--- src/dpc_consts.svh ---
// Timing constants and field positions for the two-port memory controller
`ifndef DPC_CONSTS_SVH
`define DPC_CONSTS_SVH
`define DPC_CLK_PERIOD_NS     20
`define DPC_ACCESS_NS         20
`define DPC_WRITE_PULSE_NS    15
`define DPC_HZWE_NS           12
`define DPC_DATA_SETUP_NS     15
`define DPC_FLAG_PULSE_NS     10
`define DPC_SLAVE_EXTEND_NS   15
`define DPC_RELEASE_DATA_NS   20
`define DPC_RECOVERY_NS       20
`define DPC_CEIL(ns) (((ns) + `DPC_CLK_PERIOD_NS - 1) / `DPC_CLK_PERIOD_NS)
`define DPC_FLAG_BIT          0
`define DPC_FLAG_FREE         1'b1
`define DPC_FLAG_TAKE         1'b0
`endif

--- src/dpc_pkg.sv ---
// Types for the two-port memory controller
package dpc_pkg;
  typedef enum logic [1:0] {
    DPC_OP_READ,
    DPC_OP_WRITE,
    DPC_OP_FLAG_READ,
    DPC_OP_FLAG_WRITE
  } dpc_op_t;
  typedef enum {
    DPC_IDLE,
    DPC_SETUP,
    DPC_STROBE,
    DPC_BUSY_WAIT,
    DPC_EXTEND,
    DPC_RECOVER
  } dpc_state_t;
endpackage

--- src/dpc_sync.sv ---
// Three-stage synchroniser; a change counts once stages two and three agree
`timescale 1ns/1ns
module dpc_sync
  import dpc_pkg::*;
#(
  parameter int WIDTH = 1,
  parameter logic [WIDTH-1:0] INIT = '0
) (
  input  wire logic             core_clk_i,
  input  wire logic             reset_i,
  input  wire logic [WIDTH-1:0] async_i,
  output logic      [WIDTH-1:0] sync_o
);
  logic [WIDTH-1:0] stage1;
  logic [WIDTH-1:0] stage2;
  logic [WIDTH-1:0] stage3;
  // Per-bit chain; stage1 feeds only stage2
  genvar gi;
  generate
    for (gi = 0; gi < WIDTH; gi++) begin : g_bit
      always_ff @(posedge core_clk_i) begin
        if (reset_i) begin
          stage1[gi] <= INIT[gi];
          stage2[gi] <= INIT[gi];
          stage3[gi] <= INIT[gi];
          sync_o[gi] <= INIT[gi];
        end else begin
          stage1[gi] <= async_i[gi];
          stage2[gi] <= stage1[gi];
          stage3[gi] <= stage2[gi];
          if (stage2[gi] == stage3[gi]) begin
            sync_o[gi] <= stage3[gi];
          end
        end
      end
    end
  endgenerate
endmodule // dpc_sync

--- src/dpc_ctrl.sv ---
// Host-side controller for one port of an asynchronous two-port memory
`timescale 1ns/1ns
`include "dpc_consts.svh"
// Summary of operation
// - Direction held at read through reads
// - Direction at read whenever address changes
// - Stretch write pulse when output drive on
// - Slave write held past busy high
// - Flag update pulse of minimum width
// - Select inactive until supply recovered, once any access already under way has ended
module dpc_ctrl
  import dpc_pkg::*;
#(
  parameter int ADDR_W = 14,
  parameter int DATA_W = 16
) (
  input  wire logic              core_clk_i,
  input  wire logic              reset_i,
  input  wire logic              req_i,
  input  wire dpc_op_t           req_op_i,
  input  wire logic [ADDR_W-1:0] req_addr_i,
  input  wire logic [DATA_W-1:0] req_wdata_i,
  input  wire logic [1:0]        req_lanes_i,
  input  wire logic              supply_ok_i,
  output logic                   req_ready_o,
  output logic                   done_o,
  output logic [DATA_W-1:0]      rdata_o,
  output logic                   mailbox_irq_o,
  output logic [ADDR_W-1:0]      addr_o,
  output logic                   select_n_o,
  output logic                   flag_select_n_o,
  output logic                   write_n_o,
  output logic                   out_drive_n_o,
  output logic                   upper_lane_n_o,
  output logic                   lower_lane_n_o,
  output logic [DATA_W-1:0]      data_o,
  output logic                   data_oe_n_o,
  input  wire logic [DATA_W-1:0] data_i,
  input  wire logic              busy_n_i,
  input  wire logic              irq_n_i
);
  localparam int ACC_CYC  = `DPC_CEIL(`DPC_ACCESS_NS);
  localparam int WR_NS_A  = `DPC_HZWE_NS + `DPC_DATA_SETUP_NS;
  // Longest of plain pulse and turn-off plus setup
  localparam int WR_NS    = (WR_NS_A > `DPC_WRITE_PULSE_NS) ?
                            WR_NS_A : `DPC_WRITE_PULSE_NS;
  localparam int WR_CYC   = `DPC_CEIL(WR_NS);
  localparam int FLG_CYC  = `DPC_CEIL(`DPC_FLAG_PULSE_NS);
  localparam int EXT_CYC  = `DPC_CEIL(`DPC_SLAVE_EXTEND_NS);
  localparam int BDD_CYC  = `DPC_CEIL(`DPC_RELEASE_DATA_NS);
  localparam int REC_CYC  = `DPC_CEIL(`DPC_RECOVERY_NS);
  localparam int CNT_W    = 4;

  // Odd or tiny data widths cannot be split into two byte lanes
  if (ADDR_W < 1 || DATA_W < 2 || (DATA_W % 2) != 0) begin : g_bad_width
    $error("dpc_ctrl: unsupported width");
  end

  dpc_state_t        state;
  logic [CNT_W-1:0]  cnt;
  dpc_op_t           op;
  logic              powered;
  logic              busy_n_s;
  logic              irq_n_s;
  logic              is_write;
  logic              is_flag;
  logic [CNT_W-1:0]  strobe_len;
  logic [1:0]        req_lanes_q;

  // Busy and interrupt pin inputs pass the three-stage synchroniser
  dpc_sync #(.WIDTH(2), .INIT(2'b11)) u_sync (
    .core_clk_i (core_clk_i),
    .reset_i    (reset_i),
    .async_i    ({busy_n_i, irq_n_i}),
    .sync_o     ({busy_n_s, irq_n_s})
  );

  assign is_write = (op == DPC_OP_WRITE) || (op == DPC_OP_FLAG_WRITE);
  assign is_flag  = (op == DPC_OP_FLAG_READ) || (op == DPC_OP_FLAG_WRITE);
  // Flag strobe uses its own minimum; RAM write the stretched pulse
  assign strobe_len = is_flag ? CNT_W'(FLG_CYC) :
                      is_write ? CNT_W'(WR_CYC) : CNT_W'(ACC_CYC);

  // Power gate: no access until the recovery count runs out after supply is good
  always_ff @(posedge core_clk_i) begin
    if (reset_i) begin
      powered <= 1'b0;
    end else if (!supply_ok_i) begin
      powered <= 1'b0;
    end else if (state == DPC_RECOVER && cnt == '0) begin
      powered <= 1'b1;
    end
  end

  // Access sequencer; setup phase puts address with direction at read
  always_ff @(posedge core_clk_i) begin
    if (reset_i) begin
      state <= DPC_RECOVER;
      cnt   <= CNT_W'(REC_CYC);
      op    <= DPC_OP_READ;
    end else begin
      case (state)
        DPC_RECOVER: begin
          if (!supply_ok_i) begin
            cnt <= CNT_W'(REC_CYC);
          end else if (cnt != '0) begin
            cnt <= cnt - 1'b1;
          end else begin
            state <= DPC_IDLE;
          end
        end
        DPC_IDLE: begin
          if (!supply_ok_i) begin
            state <= DPC_RECOVER;
            cnt   <= CNT_W'(REC_CYC);
          end else if (req_i && powered) begin
            op    <= req_op_i;
            state <= DPC_SETUP;
          end
        end
        DPC_SETUP: begin
          state <= DPC_STROBE;
          // Full count: write falls one cycle into the strobe, so the
          // pulse itself still lasts the whole length
          cnt   <= strobe_len;
        end
        DPC_STROBE: begin
          if (cnt != '0) begin
            cnt <= cnt - 1'b1;
          end else if (!busy_n_s && !is_flag) begin
            state <= DPC_BUSY_WAIT;
          end else begin
            state <= DPC_IDLE;
          end
        end
        DPC_BUSY_WAIT: begin
          if (busy_n_s) begin
            state <= DPC_EXTEND;
            // Extension for held write, data delay for held read
            cnt <= is_write ? CNT_W'(EXT_CYC) : CNT_W'(BDD_CYC);
          end
        end
        DPC_EXTEND: begin
          if (cnt != '0) begin
            cnt <= cnt - 1'b1;
          end else begin
            state <= DPC_IDLE;
          end
        end
        default: begin
          state <= DPC_IDLE;
        end
      endcase
    end
  end

  // Address and write data latched at request; stable through the access
  always_ff @(posedge core_clk_i) begin
    if (reset_i) begin
      addr_o <= '0;
      data_o <= '0;
    end else if (state == DPC_IDLE && req_i && powered) begin
      addr_o <= req_addr_i;
      data_o <= req_wdata_i;
    end
  end

  // Pin strobes; direction goes to write only after select is down
  always_ff @(posedge core_clk_i) begin
    if (reset_i) begin
      select_n_o      <= 1'b1;
      flag_select_n_o <= 1'b1;
      write_n_o       <= 1'b1;
      out_drive_n_o   <= 1'b1;
      upper_lane_n_o  <= 1'b1;
      lower_lane_n_o  <= 1'b1;
      data_oe_n_o     <= 1'b1;
    end else begin
      select_n_o      <= 1'b1;
      flag_select_n_o <= 1'b1;
      write_n_o       <= 1'b1;
      out_drive_n_o   <= 1'b1;
      upper_lane_n_o  <= 1'b1;
      lower_lane_n_o  <= 1'b1;
      data_oe_n_o     <= 1'b1;
      if (state == DPC_SETUP || state == DPC_STROBE ||
          state == DPC_BUSY_WAIT || state == DPC_EXTEND) begin
        // Flag access keeps both lanes high; select and flag never both
        select_n_o      <= is_flag;
        flag_select_n_o <= !is_flag;
        upper_lane_n_o  <= is_flag | !req_lanes_q[1];
        lower_lane_n_o  <= is_flag | !req_lanes_q[0];
        out_drive_n_o   <= is_write;
        // Write starts the cycle after select, ends with the strobe
        write_n_o   <= !(is_write && state != DPC_SETUP);
        data_oe_n_o <= !(is_write && state != DPC_SETUP);
        if (state == DPC_STROBE && cnt == '0 &&
            !(!busy_n_s && !is_flag)) begin
          select_n_o      <= 1'b1;
          flag_select_n_o <= 1'b1;
          write_n_o       <= 1'b1;
          upper_lane_n_o  <= 1'b1;
          lower_lane_n_o  <= 1'b1;
          out_drive_n_o   <= 1'b1;
        end
        if (state == DPC_EXTEND && cnt == '0) begin
          select_n_o     <= 1'b1;
          write_n_o      <= 1'b1;
          upper_lane_n_o <= 1'b1;
          lower_lane_n_o <= 1'b1;
          out_drive_n_o  <= 1'b1;
        end
      end
    end
  end

  // Lane choice held for the access
  always_ff @(posedge core_clk_i) begin
    if (reset_i) begin
      req_lanes_q <= 2'b00;
    end else if (state == DPC_IDLE && req_i && powered) begin
      req_lanes_q <= req_lanes_i;
    end
  end

  // Read data captured at the last strobe cycle, or at the end of the extension after busy; one-cycle done pulse
  always_ff @(posedge core_clk_i) begin
    if (reset_i) begin
      rdata_o <= '0;
      done_o  <= 1'b0;
    end else begin
      done_o <= 1'b0;
      if ((state == DPC_STROBE && cnt == '0 && (busy_n_s || is_flag)) ||
          (state == DPC_EXTEND && cnt == '0)) begin
        done_o <= 1'b1;
        if (!is_write) begin
          rdata_o <= data_i;
        end
      end
    end
  end

  // Ready and mailbox interrupt level from the synchronised pin
  always_ff @(posedge core_clk_i) begin
    if (reset_i) begin
      req_ready_o   <= 1'b0;
      mailbox_irq_o <= 1'b0;
    end else begin
      req_ready_o   <= (state == DPC_IDLE) && powered && !req_i;
      mailbox_irq_o <= !irq_n_s;
    end
  end

  chk_write_gate: assert property (@(posedge core_clk_i) disable iff (reset_i)
    !write_n_o |-> ((!select_n_o || !flag_select_n_o) &&
                    (!upper_lane_n_o || !lower_lane_n_o || !flag_select_n_o)))
    else $error("write without select");
  chk_read_dir: assert property (@(posedge core_clk_i) disable iff (reset_i)
    $changed(addr_o) |-> write_n_o)
    else $error("address changed while writing");
  chk_select_first: assert property (@(posedge core_clk_i) disable iff (reset_i)
    $fell(write_n_o) |-> $past(!select_n_o || !flag_select_n_o))
    else $error("write before select");
  chk_write_len: assert property (@(posedge core_clk_i) disable iff (reset_i)
    ($fell(write_n_o) && !select_n_o) |-> !write_n_o [*2])
    else $error("write pulse too short");
  chk_flag_lanes: assert property (@(posedge core_clk_i) disable iff (reset_i)
    !flag_select_n_o |-> (upper_lane_n_o && lower_lane_n_o && select_n_o))
    else $error("flag access with lanes");
  chk_power_gate: assert property (@(posedge core_clk_i) disable iff (reset_i)
    !powered |-> (select_n_o && flag_select_n_o))
    else $error("select before supply");
  chk_flag_pulse: assert property (@(posedge core_clk_i) disable iff (reset_i)
    $fell(flag_select_n_o) |-> !flag_select_n_o [*2])
    else $error("flag pulse short");
  chk_busy_hold: assert property (@(posedge core_clk_i) disable iff (reset_i)
    (state == DPC_BUSY_WAIT && is_write) |-> !write_n_o)
    else $error("write dropped under busy");
  cov_write: cover property (@(posedge core_clk_i) $fell(write_n_o));
  cov_flag: cover property (@(posedge core_clk_i) $fell(flag_select_n_o));
  cov_busy: cover property (@(posedge core_clk_i) state == DPC_BUSY_WAIT);
endmodule // dpc_ctrl

--- config.mk ---
export PLATFORM = sky130hd
export DESIGN_NAME = dpc_ctrl
export DESIGN_NICKNAME = d
export VERILOG_FILES = /design/src/dpc_pkg.sv /design/src/dpc_sync.sv /design/src/dpc_ctrl.sv
export VERILOG_INCLUDE_DIRS = /design/src /design/src/src
export SDC_FILE = /design/constraint.sdc
export NUM_CORES = 1
export LEC_CHECK = 0
export ABC_AREA = 1
export BUFFER_PORTS_ARGS = -buffer_cell sky130_fd_sc_hd__buf_2
export CAP_MARGIN = 25
export CORE_ASPECT_RATIO = 0.6
export CORE_MARGIN = 2
export CORE_UTILIZATION = 52
export DETAILED_ROUTE_END_ITERATION = 16
export GPL_TIMING_DRIVEN = 0
export HOLD_SLACK_MARGIN = 0.06
export PLACE_DENSITY_LB_ADDON = 0.25
export SLEW_MARGIN = 20
export SYNTH_ARGS = -nofsm -noshare
export SYNTH_HDL_FRONTEND = slang
export SYNTH_HIERARCHICAL = 1
export SYNTH_SLANG_ARGS = --single-unit
--- constraint.sdc ---
create_clock -name core_clk_i -period 2.2 [get_ports core_clk_i]
set_input_delay 0.11 -clock core_clk_i [delete_from_list [all_inputs] [get_ports core_clk_i]]
set_output_delay 0.11 -clock core_clk_i [all_outputs]
set_load 0.03 [all_outputs]
==> flow_summary.yaml, run 1 <==
status:
  status: "complete, no violations"
power_and_ir_drop:
  ir_drop_mv: 0.656
  power.density_mw_per_mm2: 933
  leakagePower_nw: 2.17
global_route:
  antenna_found_initial: 0
  grt_overflow: 0
  grt_util_all_layers_pct: 29.5
  grt_pass1_wl_um: 15000
  grt_pass1_vias: 3316
  grt_max_degree: 14
placement:
  post-place-ws_ps: 504
  finalWeightedCongestion: 0.871
  place_area_sq_mm: 0.00368
  port_buffers: 111
  place_hpwl_um: 5510
timing:
  slew_viol_final: 0
  grt_setup_unrepaired: "no"
  fin_tns_setup_ps: 0
  max_slew_margin_pct: 63.7
  fin_ws_ps: 436
  final.min_clock_period_ps: 1760
  hold_viol_final: 0
  hold_slack_ps: 79.8
  finalSetupViolCount: 0
  worstMarginPinSlew_ps: 545
  skew_ps: 16.6
  fin_crit_sh_pct: 80.2
  max_freq_mhz: 567
cts:
  cts_tree: "built"
  numCtsBuffers: 9
  cts_buffer_depth: 2
  path_clk_slew_ps: 80
  clk_latency_ps: 350
  root_buffer: "clkbuf_8"
  htree_num_levels: 3
  clkSinkCount: 76
  post_cts_buffers: 0
synth:
  netlist_instances: 414
  yosys_warnings: 6
  yosys.area.top_type_share_pct: 50.3
  synth_seq_area_share_pct: 50.3
  synth_area_leaders: "dfxtp_1, nand2_1, nand3_1"
  synth_nets: 471
  avgSynthCellArea_sq_um: 7.31
  synth_top_area_cell: "dfxtp_1"
  ys_types: 24
  synth-seq-cells: 76
  synth_area_sq_mm: 0.00303
route:
  first_iter_violations: 241
  wl_per_cell_um: 13.5
  postRouteAntennaNets: 0
  first_pass_iters: 5
  drc: 0
  drt-total-wl_um: 9080
  num_vias: 3402
  viasPerCell: 5.05
worst_setup_path:
  path_class: "reg2reg"
  cp_max_fo: 10
  startpoint_type: "register"
  worstReg2RegEnd: "rdata_o[4]"
  r2r_setup_slack_ps: 440
  required_ps: 2440
  crit_arrival_ps: 2000
  r2r_start: "cnt[0]"
  rr_worst_depth: 8
  endpoint_kind: "register"
floorplan:
  die_h_um: 63.1
  core_sq_mm: 0.00560
  rows: 21
  io_pins: 112
  die_w_um: 102
  die_area_sq_mm: 0.00647
  initial_core_util_pct: 54.1
finish:
  finalNetCount: 645
  final_common_cell: "buf_2"
  insertedDiodeCount: 0
  syn_to_final_growth_pct: 46.8
  final_area_sq_mm: 0.00444
  mostFrequentLayoutCells: "buf_2, nand2_1, dfxtp_1, nand3_1, dlygate4sd3_1"
  layout-drive-gt1-share_pct: 25.0
min_path:
  hold_class: "in2reg"
  hold_start: "supply_ok_i"
  min_delay_worst_endpoint: "powered"
  worst_hold_path.num_cells: 3
job:
  cap_violations: 0
## registers in the layout, indices dropped and copies added (netlist names), 2 cells and up
register,cells
data_o,16
rdata_o,16
addr_o,14
cnt,4
state,3
op,2
req_lanes_q,2
u_sync/stage1,2
u_sync/stage2,2
u_sync/stage3,2
u_sync/sync_o,2
## synthesized netlist by cell type, drive strengths merged
library cell / count
o21ai: 8
nand2: 112
nand4: 1
nor3: 5
o22ai: 1
buf: 12
nand3: 52
clkbuf: 8
a21oi: 39
or2: 4
nor2: 51
dfxtp: 76
a31oi: 1
inv: 41
ha: 1
o211ai: 1
clkinv: 1
## where the power goes
| group | switching (mW) | internal, mW | total (mW) |
|---|---|---|---|
| Combinational | 0.835 | 0.444 | 1.28 |
| Clock | 0.528 | 0.756 | 1.28 |
| Sequential | 0.0806 | 1.50 | 1.58 |
| Total | 1.44 | 2.70 | 4.14 |
## layer usage
metal	vias to the layer above	track usage [%]	share of wire (%)
met1	1571	38.6	43
met3	21	9.21	8.4
met2	159	46.3	47
met4	0	9.83	1.7
li1	1651	-	-
met5	-	0	0
## cells by family (layout without fill, tap and decap cells)
kind of cell | Yosys count | in the layout | share of synthesized area [%]
and+or+nand+nor | 225 | 225 | 32.0
DFF | 76 | 76 | 50.3
adders and majority gates | 1 | 1 | 0.413
AOI/OAI and AO/OA | 50 | 50 | 8.43
buffers and inverters | 62 | 241 | 8.89
## through the flow
stage          power (mW)  util, %  std cells
2_1_floorplan        2.47        -        414
3_3_place_gp         2.75     65.8        605
3_5_place_dp         2.77     65.8        605
4_1_cts              4.11     79.4        673
5_1_grt              4.37     79.4        673
6_report             4.14     79.4        673
## worst max-delay path, stage by stage, from the launching register on
cell     delay, ps
dfxtp_1        330
inv_1           90
ha_1           210
nand3_1        160
inv_1          250
nand4_4        180
buf_2          230
nor2_1         130
nor2_1          70
## worst max-delay path by stage
stage	cells past startpoint	to	from	slack, ps
2_1_floorplan	8	rdata_o[10]	cnt[0]	770
3_3_place_gp	8	rdata_o[12]	cnt[0]	550
3_5_place_dp	8	rdata_o[9]	cnt[0]	500
4_1_cts	8	rdata_o[9]	cnt[0]	480
5_1_grt	8	rdata_o[9]	cnt[0]	320
6_report	8	rdata_o[4]	cnt[0]	440
## area by class of cell
cell class | instances | area (sq um)
flip-flops and latches | 76 | 1520
multi-input cells | 276 | 1240
fillers | 373 | 1150
repair buffers | 163 | 1080
inverters | 42 | 158
clock buffers | 10 | 128
clock inverters | 6 | 111
plain buffers | 20 | 111
well taps | 80 | 100
## what timing repair did
item | 4_1_cts | 5_1_grt
endpoints found under the hold margin | 52 | 0
hold buffers | 52 | 0
gates resized for setup | 0 | 0
No activity file was read; power rests on OpenSTA's default activity.
==> run 2, diff against run 1 <==
--- a/config.mk
+++ b/config.mk
@@ -11,7 +11,7 @@
 export CAP_MARGIN = 25
 export CORE_ASPECT_RATIO = 0.6
 export CORE_MARGIN = 2
-export CORE_UTILIZATION = 52
+export CORE_UTILIZATION = 44
 export DETAILED_ROUTE_END_ITERATION = 16
 export GPL_TIMING_DRIVEN = 0
 export HOLD_SLACK_MARGIN = 0.06
==> constraint.sdc (replaced) <==
create_clock -name core_clk_i -period 1.45 [get_ports core_clk_i]
set_input_delay 0.0725 -clock core_clk_i [delete_from_list [all_inputs] [get_ports core_clk_i]]
set_output_delay 0.0725 -clock core_clk_i [all_outputs]
set_load 0.03 [all_outputs]
==> run 2 against run 1 <==
Compared with the run above: clock skew shrank 12 ps; die area is 17% higher; routed wire length is 1.3% higher; critical path depth up 1; cell count is 3.6% higher; count of clock-buffer cells in the layout grew 3; global-route usage fell by 6.3 points; via count is 0.29% lower; total power grew 67%; sequential power grew 53%; core utilization is 7.5 points lower.
==> flow_summary.yaml, run 2 (synthesis results as in run 1) <==
finish:
  mostFrequentLayoutCells: "buf_2, nand2_1, dfxtp_1, dlygate4sd3_1, nand3_1"
  final_common_cell: "buf_2"
  multi_input_area_sq_mm: 0.00135
  insertedDiodeCount: 0
  finalNetCount: 663
  final_area_sq_mm: 0.00480
  largest_registers: "data_o: 16 flops, rdata_o: 16 flops, addr_o: 14 flops"
  syn_to_final_growth_pct: 58.5
  fillers: 510
  seqCellArea_sq_mm: 0.00153
  layout-drive-gt1-share_pct: 32.3
worst_setup_path:
  path_class: "reg2reg"
  endpoint_kind: "register"
  required_ps: 1720
  cp_max_fo: 7
  crit_slowest_cell: "dfxtp_2"
  cp_top_family: "simple AND/OR/NAND/NOR gates"
  crit_buf_inv: 2
  cp_slowest_stage_delay_ps: 310
  cp_cell_sequence: "buf_6 > nor2_4 > nand2_4 > nand2_4 > nand4_4 > buf_6 > nand2_1 > nand2_1 > nor2_1"
  startpoint_type: "register"
  crit_arrival_ps: 1700
placement:
  place_area_sq_mm: 0.00369
  post-place-ws_ps: -252
  finalWeightedCongestion: 0.897
  place_hpwl_um: 5510
  port_buffers: 111
global_route:
  antenna_found_initial: 0
  grt_pass1_wl_um: 13800
  grt_pass1_vias: 3015
  grt_max_degree: 13
  grt_overflow: 0
  grt_util_all_layers_pct: 23.2
power_and_ir_drop:
  fin_total_pwr_mw: 6.92
  leakagePower_nw: 2.30
  power.density_mw_per_mm2: 1440
  ir_drop_mv: 1.12
timing:
  final.min_clock_period_ps: 1430
  fin_tns_setup_ps: 0
  finalSetupViolCount: 0
  worstMarginPinSlew_ps: 528
  hold_slack_ps: 120
  skew_ps: 4.41
  grt_setup_unrepaired: "yes"
  fin_ws_ps: 16.1
  hold_viol_final: 0
  max_slew_margin_pct: 64.8
  max_freq_mhz: 697
  slew_viol_final: 0
  fin_crit_sh_pct: 98.9
min_path:
  hold_class: "in2reg"
cts:
  path_clk_slew_ps: 50
  numCtsBuffers: 9
  cts_buffer_depth: 2
  htree_num_levels: 3
  clkSinkCount: 76
  root_buffer: "clkbuf_16"
  cts_tree: "built"
  clk_latency_ps: 330
floorplan:
  die_h_um: 68.2
  rows: 23
  die_w_um: 111
  io_pins: 112
  initial_core_util_pct: 45.3
  die_area_sq_mm: 0.00758
  core_sq_mm: 0.00668
route:
  drt-total-wl_um: 9200
  postRouteAntennaNets: 0
  num_vias: 3392
  first_iter_violations: 266
  viasPerCell: 4.87
  top_layer: "met4"
  route.met3.wl_um: 763
  m1WireLength_um: 4030
  wl_per_cell_um: 13.2
  first_pass_iters: 5
  drc: 0
  wl_met2_um: 4230
job:
  cap_violations: 0
status:
  status: "complete, no violations"
## run 2: cell types whose count changed in the layout (fill, tap and decap cells not counted), moves of 5 or more
cell       previous run  this run
clkbuf_8              9         2
nand2_1             108        97
nor2_1               49        40
buf_4                 1        17
buf_6                 3         8
clkbuf_16             0         9
buf_2               119       112
nand2_4               0         5
nand2_2               4        10
nor2_2                1         8
## run 2: per-stage QoR
stage | utilization (%) | cells
after floorplan | - | 414
after global placement | 55.3 | 612
after detailed placement | 55.3 | 612
after CTS | 68.5 | 686
after global routing | 71.9 | 697
final | 71.9 | 697
## run 2: cell type report
type | instances | share of cell area (%)
flip-flops and latches | 76 | 31.9
multi-input cells | 276 | 28.1
repair buffers | 181 | 25.5
clock buffers | 13 | 5.43
inverters | 42 | 3.57
plain buffers | 20 | 3.00
well taps | 87 | 2.27
clock inverters | 2 | 0.209
## run 2: power by group
part | total, mW | switching (mW) | internal [mW]
logic | 2.46 | 1.47 | 0.995
registers | 2.42 | 0.125 | 2.30
clock network | 2.04 | 0.802 | 1.24
total | 6.92 | 2.39 | 4.53
## run 2: worst paths after layout
path / startpoint / endpoint / slack [ps] / depth (start not counted)
worst max register to register: state[1] / rdata_o[15] / 20 / 9
worst min-delay path: reset_i / u_sync/stage3[0] / 120 / 3
worst max-delay path: state[1] / rdata_o[15] / 20 / 9
worst min register to register: req_lanes_q[0] / lower_lane_n_o / 400 / 1
## run 2: routing by layer
metal / vias to the layer above / GRT usage (%)
li1: 1695 / -
met1: 1548 / 28.5
met2: 131 / 37.9
met3: 18 / 8.77
met4: 0 / 8.95
met5: - / 0
## run 2: repair_timing
| item | 4_1_cts | 5_1_grt |
|---|---|---|
| gates cloned | 2 | 0 |
| hold buffers | 54 | 0 |
| hold endpoints to repair | 54 | 0 |
| endpoints found under the setup margin | 38 | 59 |
| setup buffers | 3 | 11 |
| pin swaps | 4 | 8 |
| resized for setup | 13 | 57 |
## run 2: worst register-to-register path, delay by kind of cell (launching register included)
kind                   cells  cell delay, ps
and+or+nand+nor            7             740
buffers and inverters      2             310
DFF                        1             310
==> run 3, diff against run 2 <==
--- a/config.mk
+++ b/config.mk
@@ -6,7 +6,6 @@
 export SDC_FILE = /design/constraint.sdc
 export NUM_CORES = 1
 export LEC_CHECK = 0
-export ABC_AREA = 1
 export BUFFER_PORTS_ARGS = -buffer_cell sky130_fd_sc_hd__buf_2
 export CAP_MARGIN = 25
 export CORE_ASPECT_RATIO = 0.6
==> run 3 against run 2 <==
Compared with the run above: the flow now finishes with violations (negative setup slack); via count rose by 4.8%; area after synthesis fell by 2.7%; highest routed layer unchanged; largest cell class is now multi-input gates; critical path depth down 2.
==> flow_summary.yaml, run 3 <==
worst_setup_path:
  startpoint_type: "register"
  required_ps: 1680
  crit_arrival_ps: 2130
  path_class: "reg2reg"
  cp_max_fo: 8
  endpoint_kind: "register"
cts:
  numCtsBuffers: 9
  path_clk_slew_ps: 80
  htree_num_levels: 3
  cts_tree: "built"
  cts_buffer_depth: 2
  clkSinkCount: 76
  clk_latency_ps: 360
  root_buffer: "clkbuf_8"
power_and_ir_drop:
  leakagePower_nw: 2.20
  power.density_mw_per_mm2: 1280
  fin_total_pwr_mw: 6.58
  ir_drop_mv: 0.779
timing:
  hold_viol_final: 0
  fin_ws_ps: -454
  finalSetupViolCount: 63
  max_freq_mhz: 525
  fin_crit_sh_pct: 131
  slew_viol_final: 0
  final.min_clock_period_ps: 1900
  max_slew_margin_pct: 46.3
  grt_setup_unrepaired: "yes"
  worstMarginPinSlew_ps: 806
  skew_ps: 10.6
synth:
  ys_types: 43
  netlist_instances: 352
  avgSynthCellArea_sq_um: 8.37
  synth_seq_area_share_pct: 51.7
  async_flop_share_pct: 0
  synth-edff-count: 0
  synthFlopType: "dfxtp_1"
  synth-seq-cells: 76
  synth_area_leaders: "dfxtp_1, nand2_1, a21oi_1"
  synth.most_common_cell: "dfxtp_1"
  synth_top_area_cell: "dfxtp_1"
  synth_area_sq_mm: 0.00295
  synth_nets: 409
  yosys.area.top_type_share_pct: 51.7
  yosys_warnings: 6
  synth_common_cells: "dfxtp_1, nand2_1, a21oi_1"
floorplan:
  die_h_um: 67.4
  io_pins: 112
  core_sq_mm: 0.00656
  initial_core_util_pct: 44.9
  die_area_sq_mm: 0.00739
  die_w_um: 110
  rows: 23
placement:
  finalWeightedCongestion: 0.865
  place_area_sq_mm: 0.00363
  port_buffers: 111
  place_hpwl_um: 5470
  dp.cells: 550
finish:
  finalNetCount: 616
  layout-drive-gt1-share_pct: 45.9
  final_area_sq_mm: 0.00514
  syn_to_final_growth_pct: 74.4
  mostFrequentLayoutCells: "buf_2, dfxtp_1, dlygate4sd3_1, nand2_1, a21oi_1"
  final_common_cell: "buf_2"
  fin_cells: 651
  largest_registers: "data_o: 16 flops, rdata_o: 16 flops, addr_o: 14 flops"
  fillers: 376
  insertedDiodeCount: 0
min_path:
  hold_class: "in2reg"
global_route:
  grt_overflow: 0
  grt_max_degree: 14
  grt_pass1_vias: 3011
  antenna_found_initial: 0
  grt_util_all_layers_pct: 25.5
  grt_pass1_wl_um: 14300
job:
  cap_violations: 0
route:
  wl_per_cell_um: 16.6
  num_vias: 3554
  drt-total-wl_um: 10800
  postRouteAntennaNets: 0
  first_iter_violations: 350
  drc: 0
  first_pass_iters: 5
  viasPerCell: 5.46
status:
  violations: "negative setup slack"
  status: "complete, but fails checks"
[run 3: layout make-up]
cell class | count | area, sq um | share of cell area (%)
clock inverter | 5 | 35.0 | 0.682
multi-input combinational | 249 | 1700 | 33.0
inverter | 6 | 22.5 | 0.438
timing repair buffer | 197 | 1420 | 27.6
buffer | 20 | 168 | 3.26
clock buffer | 11 | 151 | 2.95
sequential | 76 | 1540 | 29.9
tap | 87 | 109 | 2.12
[run 3: per-layer routing]
| metal | GRT usage [%] | up-vias | wire, um |
|---|---|---|---|
| met2 | 42.1 | 192 | 5310 |
| met1 | 31.2 | 1687 | 4390 |
| met5 | 0 | - | 0 |
| met3 | 10.0 | 32 | 881 |
| li1 | - | 1643 | - |
| met4 | 7.12 | 0 | 224 |
[run 3: worst paths after layout]
| path | endpoint | startpoint | cells after the start | slack [ps] |
|---|---|---|---|---|
| worst max-delay path | rdata_o[14] | cnt[0] | 7 | -450 |
| worst min-delay path | op[1] | supply_ok_i | 4 | 130 |
| worst max register to register | rdata_o[14] | cnt[0] | 7 | -450 |
| worst min register to register | upper_lane_n_o | req_lanes_q[1] | 1 | 390 |
[run 3: worst max-delay path, stage by stage, from the launching register on]
cell     delay, ps
dfxtp_2        330
inv_2           80
ha_4           130
or3b_4         420
or3_4          440
buf_4          160
o21ai_2        120
a21oi_1         80
[run 3: logic make-up (layout without fill, tap and decap cells)]
group / after synthesis / after routing / share of synthesized area, %
buf+inv: 28 / 239 / 4.25
simple gates: 145 / 146 / 24.0
fa+ha+maj: 1 / 1 / 0.425
compound gates: 102 / 102 / 19.7
flops: 76 / 76 / 51.7
[run 3: power breakdown]
part | switching (mW) | total (mW) | internal [mW]
clock | 0.804 | 1.52 | 0.717
sequential | 0.152 | 2.40 | 2.25
combinational | 1.44 | 2.66 | 1.22
total | 2.40 | 6.58 | 4.18
[run 3: per-stage QoR]
stage	setup TNS, ps	worst slack (ps)	hold WS, ps	util [%]
floorplan	-3860	-255	170	-
global placement	-17220	-424	248	55.3
detailed placement	-17680	-429	258	55.3
CTS	-5870	-367	113	71.1
global route	-16330	-511	137	78.3
finish	-12610	-454	130	78.3
[run 3: timing repair]
| item | CTS | global route |
|---|---|---|
| hold buffers | 57 | 0 |
| hold endpoints to repair | 60 | 0 |
| setup endpoints to repair | 61 | 61 |
| gates cloned | 1 | 5 |
| setup buffers | 16 | 9 |
| pin swaps | 16 | 64 |
| gates resized for setup | 50 | 105 |
